`src/iepb_pkg.sv`:
```
package iepb_pkg;

   // bus widths
   localparam int ADDR_W = 12;
   localparam int DATA_W = 32;
   localparam int REG_W = 8;
   localparam int SRC_N = 15;
   localparam int ID_W = 4;

   // register indices; byte address is four times the index
   localparam logic [7:0] IDX_EN_MAIN = 8'hA8;
   localparam logic [7:0] IDX_EN_EXT = 8'hA9;
   localparam logic [7:0] IDX_PRI_MAIN = 8'hB8;
   localparam logic [7:0] IDX_PRI_EXT = 8'hB9;
   localparam logic [7:0] IDX_STATUS = 8'hC0;

   // writable bit masks, reserved positions are zero
   localparam logic [7:0] MASK_EN_MAIN = 8'hFF;
   localparam logic [7:0] MASK_EN_EXT = 8'hDF;
   localparam logic [7:0] MASK_PRI_MAIN = 8'h7F;
   localparam logic [7:0] MASK_PRI_EXT = 8'hDF;
   localparam logic [7:0] RST_REG = 8'h00;

   // main enable / priority bit positions
   localparam int B_EXT0 = 0;
   localparam int B_TMR0 = 1;
   localparam int B_EXT1 = 2;
   localparam int B_TMR1 = 3;
   localparam int B_SERIAL = 4;
   localparam int B_TMR2 = 5;
   localparam int B_ADC = 6;
   localparam int B_GATE = 7;

   // extended enable / priority bit positions
   localparam int B_COMBO0 = 0;
   localparam int B_PWM = 1;
   localparam int B_BASE = 2;
   localparam int B_EXT2 = 3;
   localparam int B_TOUCH = 4;
   localparam int B_TMR3 = 6;
   localparam int B_TMR4 = 7;

   // query numbers, smaller is served first among requests of equal level
   localparam int Q_EXT0 = 0;
   localparam int Q_TMR0 = 1;
   localparam int Q_EXT1 = 2;
   localparam int Q_TMR1 = 3;
   localparam int Q_SERIAL = 4;
   localparam int Q_TMR2 = 5;
   localparam int Q_ADC = 6;
   localparam int Q_COMBO0 = 7;
   localparam int Q_PWM = 8;
   localparam int Q_BASE = 9;
   localparam int Q_EXT2 = 10;
   localparam int Q_TOUCH = 11;
   localparam int Q_UNUSED = 12;
   localparam int Q_TMR3 = 13;
   localparam int Q_TMR4 = 14;

   // status register bit positions
   localparam int S_LOW_ACT = 0;
   localparam int S_HIGH_ACT = 1;
   localparam int S_VALID = 2;
   localparam int S_LEVEL = 3;
   localparam int S_ID_LSB = 4;

   // request presented to the core
   typedef struct packed {
      logic valid;
      logic high;
      logic [ID_W-1:0] id;
   } iepb_irq_t;

endpackage : iepb_pkg

```
`src/iepb_top.sv`:
```
// Contract
// - bit 7 of main enable is global gate; clear blocks every request
// - main enable bit 6 allows the converter-done request
// - main enable bits 1, 3, 5 allow timer 0, 1, 2 overflow
// - main enable bits 0 and 2 allow external lines 0 and 1
// - main enable bit 4 allows the serial request
// - extended enable bits 6 and 7 allow timer 3 and timer 4
// - extended enable bit 4 allows the touch counter request
// - extended enable bit 3 allows external line 2
// - extended enable bit 2 allows the base tick request
// - extended enable bit 1 allows the pwm period overflow request
// - extended enable bit 0 allows the combined serial unit 0 request
// - main priority bit 6 sets converter request level, 1 is high
// - main priority bits 1, 3, 5 set timer 0, 1, 2 levels
// - main priority bits 0 and 2 set external lines 0, 1 levels
// - main priority bit 4 sets serial request level
// - extended priority bits 6, 7 set timer 3, 4 levels
// - extended priority bit 4 sets touch counter level
// - extended priority bit 3 sets external line 2 level
// - extended priority bit 2 sets base tick level
// - extended priority bit 1 sets pwm overflow level
// - extended priority bit 0 sets combined serial unit 0 level
// - high preempts running low; same or lower waits until return
// - among equal level requests smallest query number goes first
module iepb_top
(
   // clock and reset
   input wire logic I_CLK,
   input wire logic I_SYS_RST,
   // apb slave
   input wire logic I_PSEL,
   input wire logic I_PENABLE,
   input wire logic I_PWRITE,
   input wire logic [iepb_pkg::ADDR_W-1:0] I_PADDR,
   input wire logic [iepb_pkg::DATA_W-1:0] I_PWDATA,
   input wire logic [3:0] I_PSTRB,
   output logic [iepb_pkg::DATA_W-1:0] O_PRDATA,
   output logic O_PREADY,
   output logic O_PSLVERR,
   // request sources, indexed by query number
   input wire logic [iepb_pkg::SRC_N-1:0] I_IRQ_REQ,
   // processor core
   input wire logic I_IRQ_ACK,
   input wire logic I_IRQ_RETI,
   output iepb_pkg::iepb_irq_t O_IRQ
);
   import iepb_pkg::*;

   // byte address of a register index
   function automatic logic [ADDR_W-1:0] reg_addr(input logic [7:0] idx);
      reg_addr = {2'b00, idx, 2'b00};
   endfunction : reg_addr

   // spread main/extended register bits onto query number order
   function automatic logic [SRC_N-1:0] by_query(input logic [REG_W-1:0] m,
                                                 input logic [REG_W-1:0] e);
      logic [SRC_N-1:0] v;
      v = '0;
      v[Q_EXT0] = m[B_EXT0];
      v[Q_TMR0] = m[B_TMR0];
      v[Q_EXT1] = m[B_EXT1];
      v[Q_TMR1] = m[B_TMR1];
      v[Q_SERIAL] = m[B_SERIAL];
      v[Q_TMR2] = m[B_TMR2];
      v[Q_ADC] = m[B_ADC];
      v[Q_COMBO0] = e[B_COMBO0];
      v[Q_PWM] = e[B_PWM];
      v[Q_BASE] = e[B_BASE];
      v[Q_EXT2] = e[B_EXT2];
      v[Q_TOUCH] = e[B_TOUCH];
      v[Q_UNUSED] = 1'b0;
      v[Q_TMR3] = e[B_TMR3];
      v[Q_TMR4] = e[B_TMR4];
      by_query = v;
   endfunction : by_query

   // lowest set query number of a request vector
   function automatic logic [ID_W-1:0] first_set(input logic [SRC_N-1:0] v);
      logic [ID_W-1:0] r;
      r = '0;
      for (int i = SRC_N - 1; i >= 0; i--)
      begin
         if (v[i])
         begin
            r = ID_W'(i);
         end
      end
      first_set = r;
   endfunction : first_set

   // control registers
   logic [REG_W-1:0] en_main_q;
   logic [REG_W-1:0] en_ext_q;
   logic [REG_W-1:0] pri_main_q;
   logic [REG_W-1:0] pri_ext_q;

   // in-service state
   logic low_act_q;
   logic high_act_q;

   // bus outputs
   logic [DATA_W-1:0] prdata_q;
   logic pready_q;
   logic pslverr_q;
   iepb_irq_t irq_q;
   iepb_irq_t irq_d;

   // decode
   logic setup;
   logic access;
   logic wr_en;
   logic hit_en_main;
   logic hit_en_ext;
   logic hit_pri_main;
   logic hit_pri_ext;
   logic hit_status;
   logic hit_any;
   logic [REG_W-1:0] wbyte;
   logic [REG_W-1:0] rd_byte;
   logic [REG_W-1:0] status;

   // arbitration
   logic [SRC_N-1:0] allow;
   logic [SRC_N-1:0] level;
   logic [SRC_N-1:0] pend;
   logic [SRC_N-1:0] pend_high;
   logic [SRC_N-1:0] pend_low;

   // apb phase and address decode
   assign setup = I_PSEL & ~I_PENABLE;
   assign access = I_PSEL & I_PENABLE & pready_q;
   assign hit_en_main = (I_PADDR == reg_addr(IDX_EN_MAIN));
   assign hit_en_ext = (I_PADDR == reg_addr(IDX_EN_EXT));
   assign hit_pri_main = (I_PADDR == reg_addr(IDX_PRI_MAIN));
   assign hit_pri_ext = (I_PADDR == reg_addr(IDX_PRI_EXT));
   assign hit_status = (I_PADDR == reg_addr(IDX_STATUS));
   assign hit_any = hit_en_main | hit_en_ext | hit_pri_main | hit_pri_ext | hit_status;
   assign wr_en = access & I_PWRITE & I_PSTRB[0] & ~pslverr_q;
   assign wbyte = I_PWDATA[REG_W-1:0];

   // state visible to software
   always_comb
   begin
      status = '0;
      status[S_LOW_ACT] = low_act_q;
      status[S_HIGH_ACT] = high_act_q;
      status[S_VALID] = irq_q.valid;
      status[S_LEVEL] = irq_q.high;
      status[S_ID_LSB +: ID_W] = irq_q.id;
   end

   // read mux
   always_comb
   begin
      rd_byte = '0;
      if (hit_en_main)
      begin
         rd_byte = en_main_q;
      end
      else if (hit_en_ext)
      begin
         rd_byte = en_ext_q;
      end
      else if (hit_pri_main)
      begin
         rd_byte = pri_main_q;
      end
      else if (hit_pri_ext)
      begin
         rd_byte = pri_ext_q;
      end
      else if (hit_status)
      begin
         rd_byte = status;
      end
   end

   // answer is prepared in setup, shown in the one access cycle
   always_ff @(posedge I_CLK)
   begin
      if (I_SYS_RST)
      begin
         pready_q <= 1'b0;
         pslverr_q <= 1'b0;
         prdata_q <= 32'h0000_0000;
      end
      else
      begin
         pready_q <= setup;
         pslverr_q <= setup & ~hit_any;
         if (setup & ~I_PWRITE)
         begin
            prdata_q <= {{(DATA_W-REG_W){1'b0}}, rd_byte};
         end
      end
   end

   // enable registers
   always_ff @(posedge I_CLK)
   begin
      if (I_SYS_RST)
      begin
         en_main_q <= RST_REG;
         en_ext_q <= RST_REG;
      end
      else
      begin
         if (wr_en & hit_en_main)
         begin
            en_main_q <= wbyte & MASK_EN_MAIN;
         end
         if (wr_en & hit_en_ext)
         begin
            en_ext_q <= wbyte & MASK_EN_EXT;
         end
      end
   end

   // priority registers
   always_ff @(posedge I_CLK)
   begin
      if (I_SYS_RST)
      begin
         pri_main_q <= RST_REG;
         pri_ext_q <= RST_REG;
      end
      else
      begin
         if (wr_en & hit_pri_main)
         begin
            pri_main_q <= wbyte & MASK_PRI_MAIN;
         end
         if (wr_en & hit_pri_ext)
         begin
            pri_ext_q <= wbyte & MASK_PRI_EXT;
         end
      end
   end

   // per-source allow bits in query order
   // main and extended allow bits
   assign allow = by_query(en_main_q, en_ext_q);

   // per-source level bits in query order
   // main and extended level bits
   assign level = by_query(pri_main_q, pri_ext_q);

   assign pend = I_IRQ_REQ & allow & {SRC_N{en_main_q[B_GATE]}};
   assign pend_high = pend & level;
   assign pend_low = pend & ~level;

   // choose what to present to the core
   always_comb
   begin
      irq_d = '0;
      // high only when no high running
      if ((|pend_high) & ~high_act_q)
      begin
         irq_d.valid = 1'b1;
         irq_d.high = 1'b1;
         irq_d.id = first_set(pend_high);
      end
      // low waits for any running routine
      else if ((|pend_low) & ~high_act_q & ~low_act_q)
      begin
         irq_d.valid = 1'b1;
         irq_d.high = 1'b0;
         irq_d.id = first_set(pend_low);
      end
   end

   // registered request towards the core
   always_ff @(posedge I_CLK)
   begin
      if (I_SYS_RST)
      begin
         irq_q <= '0;
      end
      else
      begin
         irq_q <= irq_d;
      end
   end

   // in-service levels: set on accept, return clears the top one
   always_ff @(posedge I_CLK)
   begin
      if (I_SYS_RST)
      begin
         low_act_q <= 1'b0;
         high_act_q <= 1'b0;
      end
      else
      begin
         // nesting tracked per level, accept wins over return
         if (I_IRQ_ACK & irq_q.valid & irq_q.high)
         begin
            high_act_q <= 1'b1;
         end
         else if (I_IRQ_RETI & high_act_q)
         begin
            high_act_q <= 1'b0;
         end
         if (I_IRQ_ACK & irq_q.valid & ~irq_q.high)
         begin
            low_act_q <= 1'b1;
         end
         else if (I_IRQ_RETI & ~high_act_q)
         begin
            low_act_q <= 1'b0;
         end
      end
   end

   // outputs straight from flops
   assign O_PRDATA = prdata_q;
   assign O_PREADY = pready_q;
   assign O_PSLVERR = pslverr_q;
   assign O_IRQ = irq_q;

endmodule : iepb_top
```
`config.mk`:
```
export PLATFORM = sky130hd
export DESIGN_NAME = iepb_top
export DESIGN_NICKNAME = d
export VERILOG_FILES = /design/src/iepb_pkg.sv /design/src/iepb_top.sv
export SDC_FILE = /design/constraint.sdc
export NUM_CORES = 1
export LEC_CHECK = 0
export ABC_AREA = 1
export BUFFER_PORTS_ARGS = -buffer_cell sky130_fd_sc_hd__buf_4
export CORE_MARGIN = 2
export CORE_UTILIZATION = 45
export DETAILED_ROUTE_END_ITERATION = 7
export HOLD_SLACK_MARGIN = 0.06
export PLACE_DENSITY = 0.86
export SYNTH_ARGS = -nofsm -noshare
export SYNTH_HDL_FRONTEND = slang
export SYNTH_SLANG_ARGS = --single-unit
```
`constraint.sdc`:
```
create_clock -name I_CLK -period 4.9 [get_ports I_CLK]
set_input_delay 0.735 -clock I_CLK [delete_from_list [all_inputs] [get_ports I_CLK]]
set_output_delay 0.735 -clock I_CLK [all_outputs]
set_load 0.01 [all_outputs]
```
# ---- Word level (Yosys, flattened, before mapping)
# Index checks and enable logic that the tools add are counted.
# W data, S select, Z words.
dict set report classes {
  add_sub_neg 0
  n_mul 0
  n_div 0
  magnitude_cmp 0
  n_eq_ne 5
  shifts 0
  muxes 41
  bitwise 36
  reduce_logical 4
}
# op count
set op_table {}
lappend op_table {{$mux W4} 30}
lappend op_table {{$and A15 B15 Y15} 4}
lappend op_table {{$eq A12 B10 Y1 const B} 5}
lappend op_table {{$mux W8} 5}
lappend op_table {{$reduce_or A15 Y1} 2}
lappend op_table {{$and A1 B1 Y1} 20}
lappend op_table {{$not A15 Y15} 1}
lappend op_table {{$mux W6} 2}
lappend op_table {{$not A1 Y1} 7}
lappend op_table {{$mux W1} 4}
lappend op_table {{$or A1 B1 Y1} 4}
lappend op_table {{$reduce_bool A2 Y1} 2}
dict set report word_totals {
  reg_bits 47
  latch_bits 0
  mem_bits_rw 0
  romBits 0
  in_bits 70
  output_inout_bits 40
  wordCells 98
  memories 0
}

# ---- Logic depth before layout (Yosys ltp)
# Gate-level depths: netlist of run 1.
dict set report depth {
  depth_word 20
  mapped_depth 15
  mapped_depth_nobuf 15
}

# ---- Least setup slack after synthesis of run 1
# Ideal clock, no wire load.
dict set report synth_path {
  kind {input -> register}
  start {input port I_PADDR[11] (netlist bit)}
  end {register prdata_q[2], in the netlist O_PRDATA[2]}
  setup_ns 0.070
  arrival_time_ns 1.997
  t_required_ns 4.830
  setup_slack_ns 2.832
  stages 6
  path_buffers 0
  path_cell_list {nor3_4 nand2_4 nor3_1 nand2_1 a31o_1 a21oi_1}
}
dict set report synth_via {
  elab_chain_len 6
  word_cells_on_any_way 10
  cone_classes {eq/ne (5); mux (5)}
}
# element line
set synth_lines {}
lappend synth_lines {{start: declaration} iepb_top.sv:34} ;# input wire logic [iepb_pkg::ADDR_W-1:0] I_PADDR,
lappend synth_lines {{$eq A12 B10 Y1} iepb_top.sv:136} ;# assign hit_status = (I_PADDR == reg_addr(IDX_STATUS));
lappend synth_lines {{$mux W8} iepb_top.sv:172} ;# else if (hit_status)
lappend synth_lines {{$mux W8} iepb_top.sv:168} ;# else if (hit_pri_ext)
lappend synth_lines {{$mux W8} iepb_top.sv:164} ;# else if (hit_pri_main)
lappend synth_lines {{$mux W8} iepb_top.sv:160} ;# else if (hit_en_ext)
lappend synth_lines {{$mux W8 (*)} iepb_top.sv:156} ;# if (hit_en_main)
lappend synth_lines {{end signal: assignment} iepb_top.sv:193} ;# prdata_q <= {{(DATA_W-REG_W){1'b0}}, rd_byte};
lappend synth_lines {{end: declaration} iepb_top.sv:102} ;# logic [DATA_W-1:0] prdata_q;
# Every way passes the cells marked *; elsewhere a longest branch is shown, timed or not.
# A chain may end at the register's enable or synchronous reset.

# ---- Worst setup path in the final report of run 1
dict set report layout_path {
  start {input port I_PADDR[11] (netlist bit)}
  end {register en_main_q[3]}
}
dict set report layout_via {
  elab_chain_len 2
}
# element line
set layout_lines {}
lappend layout_lines {{$eq A12 B10 Y1} iepb_top.sv:132} ;# assign hit_en_main = (I_PADDR == reg_addr(IDX_EN_MAIN));
lappend layout_lines {{$and A1 B1 Y1} iepb_top.sv:208} ;# if (wr_en & hit_en_main)
lappend layout_lines {{end signal: assignment} iepb_top.sv:210} ;# en_main_q <= wbyte & MASK_EN_MAIN;
lappend layout_lines {{end: declaration} iepb_top.sv:92} ;# logic [REG_W-1:0] en_main_q;
# No other way between the ends.

==> flow_summary.yaml, run 1 <==
timing:
  rsz0062_at_grt: "no"
  final_hold_viol_count: 0
  max_freq_ghz: 0.396
  tightest_slew_ns: 0.947
  finalCriticalPeriod_ns: 2.53
  final.setup.tns_ns: 0
  slew_violations: 0
  min_period_over_period: 0.516
  setup_ws_ns: 2.37
  whs_ns: 0.472
  finalSetupViolCount: 0
  slew_headroom: 0.368
  clock_skew_ns: 0.0111
placed_design:
  hpwl_um: 6040
  placed_area_um2: 3090
  preCtsSetupSlack_ns: 2.10
  io_buffers: 57
  routabilityCongestion: 0.955
  dp.cells: 543
power_and_ir_drop:
  intPower_mw: 0.564
  p_switching_mw: 0.179
  total_leakage_power_nw: 1.50
  switching_share: 0.241
  power_per_cell_area_nw_per_um2: 232
  p_comb_frac: 0.082
  vdd_drop_max_uv: 151
  clock_power_share: 0.402
  p_seq_frac: 0.516
  p_total_mw: 0.743
route:
  avgViaCountPerCell: 5.29
  finalWirelength_um: 7630
  initialDrtViolationCount: 227
  wl_per_cell_um: 13.8
  final_antenna_net_count: 0
  remaining_drc_errors: 0
  vias: 2917
  drt_pre_antenna_iters: 5
final_layout:
  multiInputGateArea_um2: 1470
  fillCellCount: 584
  finalNonFillerCells: 551
  final_net_count: 545
  drive_gt1_frac: 0.147
  seqCellArea_um2: 941
  syn_to_final_growth_pct: 18.9
  n_antenna_cell: 0
  design_area_um2: 3210
  post-route-util: 0.548
worst_setup_path:
  crit_path_start_kind: "input pin"
  slowest_stage: "nor2_1"
  slowest_delay_ns: 0.55
  ff2ff_path_depth: 6
  end_kind: "flip-flop"
  r2r_end: "O_IRQ[2]"
  criticalPathCategory: "in -> reg"
  crit_fanout: 9
  cpMostUsedCell: "nor2_1"
  critical_path_arrival_ns: 2.73
  path_cells: "buf_4, nor3_4, nand2_4, nor2_1, nand2_1, nor2_1, inv_1, nor2_1, nor2_1"
  endpoint: "en_main_q[3]"
  reg2reg_slack_ns: 2.52
  crit_start: "I_PADDR[11]"
  required_ns: 5.10
  r2r_start: "en_main_q[7]"
cts:
  cts_buffers: 5
  cts_tree: "done"
  cts_resized: 0
  path_clk_slew_ns: 0.09
  htree_levels: 2
  clock-sinks: 47
  clk_path_buf_depth: 2
  root_buffer: "clkbuf_8"
  cts_setup_buffers: 0
  clock_latency_ns: 0.31
  holdBufCountCts: 0
synthesis:
  yosysWarnings: 0
  yosysSeqAreaShare: 0.349
  syn_area_um2: 2700
  synth.avg_cell_area_um2: 6.42
  yosys-top-cells-count: "82 x nor2_1, 78 x nand2_1, 47 x dfxtp_1"
  ys_top_cells_by_area: "dfxtp_1 35%, nor2_1 11%, nand2_1 11%"
  synth.most_common_cell: "nor2_1"
  muxShareOfSynthArea: 0
  synth.distinct_cells: 24
  async_flop_share: 0
  yosys.area_share.simple: 0.360
  synth_edf_count: 0
  yosys.area.top_type: "dfxtp_1"
  synth_ff_type: "dfxtp_1"
  synth_top_family_by_area: "simple AND/OR/NAND/NOR gates"
  ys_seq_elements: 47
  yosys.area.top_type_share: 0.349
  syn_inst: 420
  synth_fa_ha_area_frac: 0
  synth_compound_area_frac: 0.153
  yosys.area_share.xor_xnor: 0
floorplan:
  core_um2: 5850
  start_util: 0.461
  die_w_um: 81.4
  dieArea_um2: 6620
  die_y_um: 81.4
  rows: 28
  pin_count: 110
global_route:
  overflow: 0
  antenna_found_initial: 0
  grt_pass1_vias: 2548
  grt_pass1_wl_um: 11800
  gr-usage-all-layers: 0.237
  grt_max_degree: 32
min_path:
  hold_path.class: "reg -> reg"
  min_from: "O_PRDATA[0]"
status:
  status: "finished clean"
flow_run:
  cap_violations: 0
-- worst max-delay path: cells and delay by family --
kind | cells | cell delay, ns
and+or+nand+nor | 7 | 1.55
buffers and inverters | 2 | 0.44
-- layer usage --
layer / part of all wire / up-vias / GRT usage
met3: 0.075 / 17 / 0.0433
li1: - / 1453 / -
met4: 0.020 / 0 / 0.0576
met1: 0.43 / 1323 / 0.305
met5: 0 / - / 0
met2: 0.48 / 124 / 0.407
-- cells in the final DEF (no fill, tap or decap) --
master,synthesis,layout
nand3_1,28,28
nand3b_1,1,1
nor3_4,1,1
inv_6,0,1
o22ai_1,4,4
dfxtp_1,47,47
nand4_1,22,22
a31oi_1,2,2
a31o_1,2,2
nor3_1,7,7
nand2_4,1,1
inv_1,39,39
clkinv_1,1,1
a21oi_1,27,27
o21ai_2,1,1
o21ai_0,41,41
inv_2,1,1
clkinv_4,0,1
nand2_1,78,78
nor4_4,1,1
bufinv_16,0,1
buf_4,24,57
o41ai_1,1,1
clkbuf_8,0,5
conb_1,1,24
nor2_1,82,82
-- state kept, by name (all words and copies together) (netlist names) --
name	cells
O_IRQ	6
O_PRDATA	8
O_PREADY	1
O_PSLVERR	1
en_ext_q	7
en_main_q	8
high_act_q	1
low_act_q	1
pri_ext_q	7
pri_main_q	7
-- layout make-up --
cell class              count  area share
flip-flops and latches     47       0.294
repair buffers             57       0.133
multi-input cells         323       0.459
clock buffers               5      0.0215
inverters                  41      0.0480
clock inverters             3      0.0148
well taps                  75      0.0293
-- power groups by stage --
stage / sequential, mW / clock (mW) / combinational (mW)
detailed placement: 0.392 / 0 / 0.0600
global placement: 0.392 / 0 / 0.0587
floorplan: 0.393 / 0 / 0.0361
CTS: 0.383 / 0.301 / 0.0601
finish: 0.383 / 0.299 / 0.0606
global route: 0.383 / 0.314 / 0.0668
-- worst min-delay path by stage --
stage,to,cells after the start
floorplan,high_act_q,2
global placement,O_PRDATA[7],2
detailed placement,O_PRDATA[0],2
CTS,O_PRDATA[0],2
global route,O_PRDATA[4],2
finish,O_PRDATA[0],2
-- cell families after synthesis --
| family | Yosys count |
|---|---|
| buf+inv | 73 |
| simple gates | 221 |
| other cells | 1 |
| compound gates | 78 |
| flops | 47 |
Note: power is estimated with default switching activity, not from simulation.
==> inputs of run 2 (changes only) <==
--- a/config.mk
+++ b/config.mk
@@ -8,10 +8,10 @@
 export ABC_AREA = 1
 export BUFFER_PORTS_ARGS = -buffer_cell sky130_fd_sc_hd__buf_4
 export CORE_MARGIN = 2
-export CORE_UTILIZATION = 45
+export CORE_UTILIZATION = 44
 export DETAILED_ROUTE_END_ITERATION = 7
 export HOLD_SLACK_MARGIN = 0.06
-export PLACE_DENSITY = 0.86
+export PLACE_DENSITY = 0.88
 export SYNTH_ARGS = -nofsm -noshare
 export SYNTH_HDL_FRONTEND = slang
 export SYNTH_SLANG_ARGS = --single-unit
==> constraint.sdc (replaced) <==
create_clock -name I_CLK -period 2.1 [get_ports I_CLK]
set_input_delay 0.315 -clock I_CLK [delete_from_list [all_inputs] [get_ports I_CLK]]
set_output_delay 0.315 -clock I_CLK [all_outputs]
set_load 0.01 [all_outputs]
==> flow_summary.yaml, run 2 (same netlist as run 1, synthesis figures left out) <==
status:
  status: "finished clean"
cts:
  root_buffer: "clkbuf_8"
  cts_setup_buffers: 0
  clock_latency_ns: 0.31
  clk_path_buf_depth: 2
  htree_levels: 2
  clock-sinks: 47
  cts_resized: 0
  cts_buffers: 5
  cts_tree: "done"
  holdBufCountCts: 0
  path_clk_slew_ns: 0.09
timing:
  whs_ns: 0.241
  final_hold_viol_count: 0
  finalSetupViolCount: 0
  min_period_over_period: 0.902
  rsz0062_at_grt: "no"
  final.setup.tns_ns: 0
  clock_skew_ns: 0.0125
  slew_violations: 0
  finalCriticalPeriod_ns: 1.89
  setup_ws_ns: 0.206
  max_freq_ghz: 0.528
route:
  initialDrtViolationCount: 219
  avgViaCountPerCell: 5.22
  vias: 2932
  final_antenna_net_count: 0
  drt_pre_antenna_iters: 5
  wl_per_cell_um: 13.6
  finalWirelength_um: 7660
  remaining_drc_errors: 0
placed_design:
  placed_area_um2: 3180
  io_buffers: 57
  dp.cells: 554
  routabilityCongestion: 0.953
  hpwl_um: 6210
  preCtsSetupSlack_ns: 0.188
floorplan:
  start_util: 0.455
  pin_count: 110
  dieArea_um2: 6770
  die_w_um: 82.3
  core_um2: 5920
  die_y_um: 82.3
  rows: 28
global_route:
  gr-usage-met2: 0.390
  grt_pass1_vias: 2564
  grtUsageMet1: 0.303
  grt_pass1_wl_um: 11800
  use_met3: 0.0348
  overflow: 0
  antenna_found_initial: 0
  grt_max_degree: 31
  gr-usage-all-layers: 0.233
  top_usage_layer: "met2"
worst_setup_path:
  cpMostUsedCell: "nand2_1"
  critical_path_arrival_ns: 2.13
  path_cells: "buf_12, nand4_1, nand2_1, nor2_1, nand2_1, o21ai_2, inv_1, nor3_2, nand2_1, a21oi_1"
  criticalPathCategory: "reg -> reg"
  crit_path_start_kind: "flip-flop"
  path_buf_inv: 2
  reg2reg_slack_ns: 0.21
  required_ns: 2.34
  cp.depth: 10
  critPathTopFamily: "simple AND/OR/NAND/NOR gates"
  end_kind: "flip-flop"
  crit_fanout: 22
  ff2ff_path_depth: 10
  slowest_stage: "dfxtp_1"
  slowest_delay_ns: 0.41
final_layout:
  final_cell_mix: "82 x nor2_1, 78 x nand2_1, 67 x buf_4"
  design_area_um2: 3310
  post-route-util: 0.560
  n_antenna_cell: 0
  multiInputGateArea_um2: 1490
  final_net_count: 556
  final_common_cell: "nor2_1"
  fillCellCount: 582
  syn_to_final_growth_pct: 22.9
  drive_gt1_frac: 0.170
  finalNonFillerCells: 562
  seqCellArea_um2: 941
power_and_ir_drop:
  power_per_cell_area_nw_per_um2: 521
  p_total_mw: 1.72
  total_leakage_power_nw: 1.57
  vdd_drop_max_uv: 374
min_path:
  hold_path.class: "in -> reg"
  hold_depth: 3
flow_run:
  cap_violations: 0
## run 2: changes by cell type in the layout (fill, tap and decap cells not counted), sizes merged
cell,before,now
buf,57,68
## run 2: final timing paths
path | end | start
setup / recovery | O_IRQ[0] | en_main_q[7]
hold / removal | en_main_q[5] | I_PWDATA[5]
setup reg to reg | O_IRQ[0] | en_main_q[7]
hold reg to reg | O_PRDATA[6] | O_PRDATA[6]
## run 2: power breakdown
part / internal [mW] / leakage, nW / total, mW / switching [mW]
Sequential: 0.893 / 0.379 / 0.894 / 0.00117
Combinational: 0.0640 / 1.13 / 0.144 / 0.0805
Clock: 0.361 / 0.0587 / 0.686 / 0.326
Total: 1.32 / 1.57 / 1.72 / 0.407
## run 2: worst register-to-register path: cells and delay by family, from the launching register on
kind                   cells  cell delay, ns
buffers and inverters      2            0.33
flip-flops                 1            0.41
AND/OR/NAND/NOR            6            0.72
AO/OA/AOI/OAI              2            0.37
## run 2: layer usage
| metal | wire (um) | vias up |
|---|---|---|
| met2 | 3550 | 141 |
| met3 | 652 | 18 |
| met4 | 218 | 0 |
| met1 | 3240 | 1297 |
| met5 | 0 | - |
| li1 | - | 1476 |
## run 2: final cells by class
type / instances / share of cell area
clock buffer: 5 / 0.0208
clock inverter: 3 / 0.0144
inverter: 41 / 0.0465
multi-input combinational: 323 / 0.448
sequential: 47 / 0.284
tap: 75 / 0.0283
timing repair buffer: 68 / 0.158
==> inputs of run 3 (changes only) <==
--- a/config.mk
+++ b/config.mk
@@ -7,11 +7,13 @@
 export LEC_CHECK = 0
 export ABC_AREA = 1
 export BUFFER_PORTS_ARGS = -buffer_cell sky130_fd_sc_hd__buf_4
+export CELL_PAD_IN_SITES_DETAIL_PLACEMENT = 1
+export CELL_PAD_IN_SITES_GLOBAL_PLACEMENT = 2
 export CORE_MARGIN = 2
-export CORE_UTILIZATION = 44
+export CORE_UTILIZATION = 22
 export DETAILED_ROUTE_END_ITERATION = 7
 export HOLD_SLACK_MARGIN = 0.06
-export PLACE_DENSITY = 0.88
+export PLACE_DENSITY = 0.87
 export SYNTH_ARGS = -nofsm -noshare
 export SYNTH_HDL_FRONTEND = slang
 export SYNTH_SLANG_ARGS = --single-unit
==> flow_summary.yaml, run 3 (same netlist as run 1, synthesis figures left out) <==
worst_setup_path:
  crit_fanout: 14
  required_ns: 2.32
  reg2reg_slack_ns: 0.21
  crit_path_start_kind: "flip-flop"
  ff2ff_path_depth: 10
  r2r_end: "O_IRQ[1]"
  r2r_start: "en_main_q[7]"
  end_kind: "flip-flop"
  criticalPathCategory: "reg -> reg"
  critical_path_arrival_ns: 2.12
route:
  remaining_drc_errors: 0
  avgViaCountPerCell: 4.66
  wl_per_cell_um: 15.2
  vias: 2957
  drt_pre_antenna_iters: 4
  finalWirelength_um: 9680
  initialDrtViolationCount: 165
  final_antenna_net_count: 0
timing:
  finalCriticalPeriod_ns: 1.89
  slew_violations: 0
  final_hold_viol_count: 0
  clock_skew_ns: 0.00509
  min_period_over_period: 0.902
  whs_ns: 0.272
  finalSetupViolCount: 0
  max_freq_ghz: 0.528
  rsz0062_at_grt: "no"
placed_design:
  routabilityCongestion: 0.884
  hpwl_um: 7980
  dp.cells: 627
  io_buffers: 57
  placed_area_um2: 3270
power_and_ir_drop:
  switching_share: 0.245
  power_per_cell_area_nw_per_um2: 540
  p_seq_frac: 0.481
  p_comb_frac: 0.081
  intPower_mw: 1.40
  vdd_drop_max_uv: 282
  total_leakage_power_nw: 1.59
  clock_power_share: 0.438
  p_switching_mw: 0.455
final_layout:
  final_cell_mix: "81 x nor2_1, 78 x nand2_1, 69 x buf_4"
  drive_gt1_frac: 0.174
  seqCellArea_um2: 945
  syn_to_final_growth_pct: 27.7
  design_area_um2: 3440
  finalNonFillerCells: 635
  final_net_count: 557
  multiInputGateArea_um2: 1500
  n_antenna_cell: 0
  fillCellCount: 1508
  final_common_cell: "nor2_1"
min_path:
  hold_path.class: "in -> reg"
  hold_depth: 3
  min_to: "en_ext_q[7]"
  min_from: "I_PWDATA[7]"
cts:
  root_buffer: "clkbuf_16"
  clock-sinks: 47
  path_clk_slew_ns: 0.07
  htree_levels: 2
  clk_path_buf_depth: 2
  clock_latency_ns: 0.29
  cts_tree: "done"
  cts_setup_buffers: 0
  cts_buffers: 5
  holdBufCountCts: 0
floorplan:
  die_y_um: 115
  dieArea_um2: 13200
  rows: 40
  core_um2: 12000
  start_util: 0.225
  pin_count: 110
  die_w_um: 115
global_route:
  gr-usage-all-layers: 0.150
  grt_pass1_vias: 2980
  overflow: 0
  grt_max_degree: 31
  grt_pass1_wl_um: 15000
  antenna_found_initial: 0
flow_run:
  cap_violations: 0
status:
  status: "finished clean"
==> run 3: per-layer routing <==
layer,track usage,vias to the layer above,part of all wire
li1,-,1480,-
met1,0.198,1385,0.46
met2,0.256,83,0.47
met3,0.0265,9,0.059
met4,0.0309,0,0.011
met5,0,-,0
==> run 3: layout make-up <==
cell class	count	area share
inverters	41	0.0447
multi-input cells	323	0.434
well taps	147	0.0534
flip-flops and latches	47	0.274
clock inverters	2	0.00509
repair buffers	69	0.150
clock buffers	6	0.0374
==> run 3: worst max path at each step <==
| stage | cells after the start | start | to | slack [ns] |
|---|---|---|---|---|
| floorplan | 6 | I_PADDR[11] | O_PRDATA[2] | 0.45 |
| global placement | 9 | en_main_q[7] | O_IRQ[2] | -0.006 |
| detailed placement | 9 | en_main_q[7] | O_IRQ[2] | -0.09 |
| CTS | 8 | en_main_q[7] | O_IRQ[2] | 0.07 |
| global route | 10 | en_main_q[7] | O_IRQ[0] | 0.005 |
| finish | 10 | en_main_q[7] | O_IRQ[1] | 0.21 |
==> run 3: repair_timing <==
action / in CTS / in global routing
endpoints found under the setup margin: 2 / 3
resized for setup: 1 / 5
hold endpoints to repair: 0 / 0
cloned: 0 / 0
pin swaps: 0 / 0
==> run 3: metrics by stage <==
stage / util / setup TNS (ns) / total power [mW] / setup slack [ns]
after floorplan: - / 0 / 1.00 / 0.452
after global placement: 0.273 / -0.00628 / 1.06 / -0.00628
after detailed placement: 0.273 / -0.0882 / 1.07 / -0.0882
after CTS: 0.286 / 0 / 1.88 / 0.0703
after global routing: 0.288 / 0 / 1.93 / 0.00473
final: 0.288 / 0 / 1.86 / 0.205
==> run 3: worst max-delay path, stage by stage, from the launching register on <==
cell     delay (ns)
dfxtp_4        0.40
buf_4          0.20
nand4_1        0.10
nand2_1        0.09
nor2_1         0.15
nand2_1        0.14
o21ai_4        0.24
inv_1          0.11
nor3_2         0.19
nand2_1        0.07
a21oi_1        0.13
==> run 3: power by group through the flow <==
stage                     sequential, mW  clock [mW]  combinational [mW]
final                              0.893       0.814               0.151
after global routing               0.893       0.869               0.166
after global placement             0.915           0               0.148
after detailed placement           0.915           0               0.151
after CTS                          0.894       0.831               0.152
after floorplan                    0.916           0              0.0842
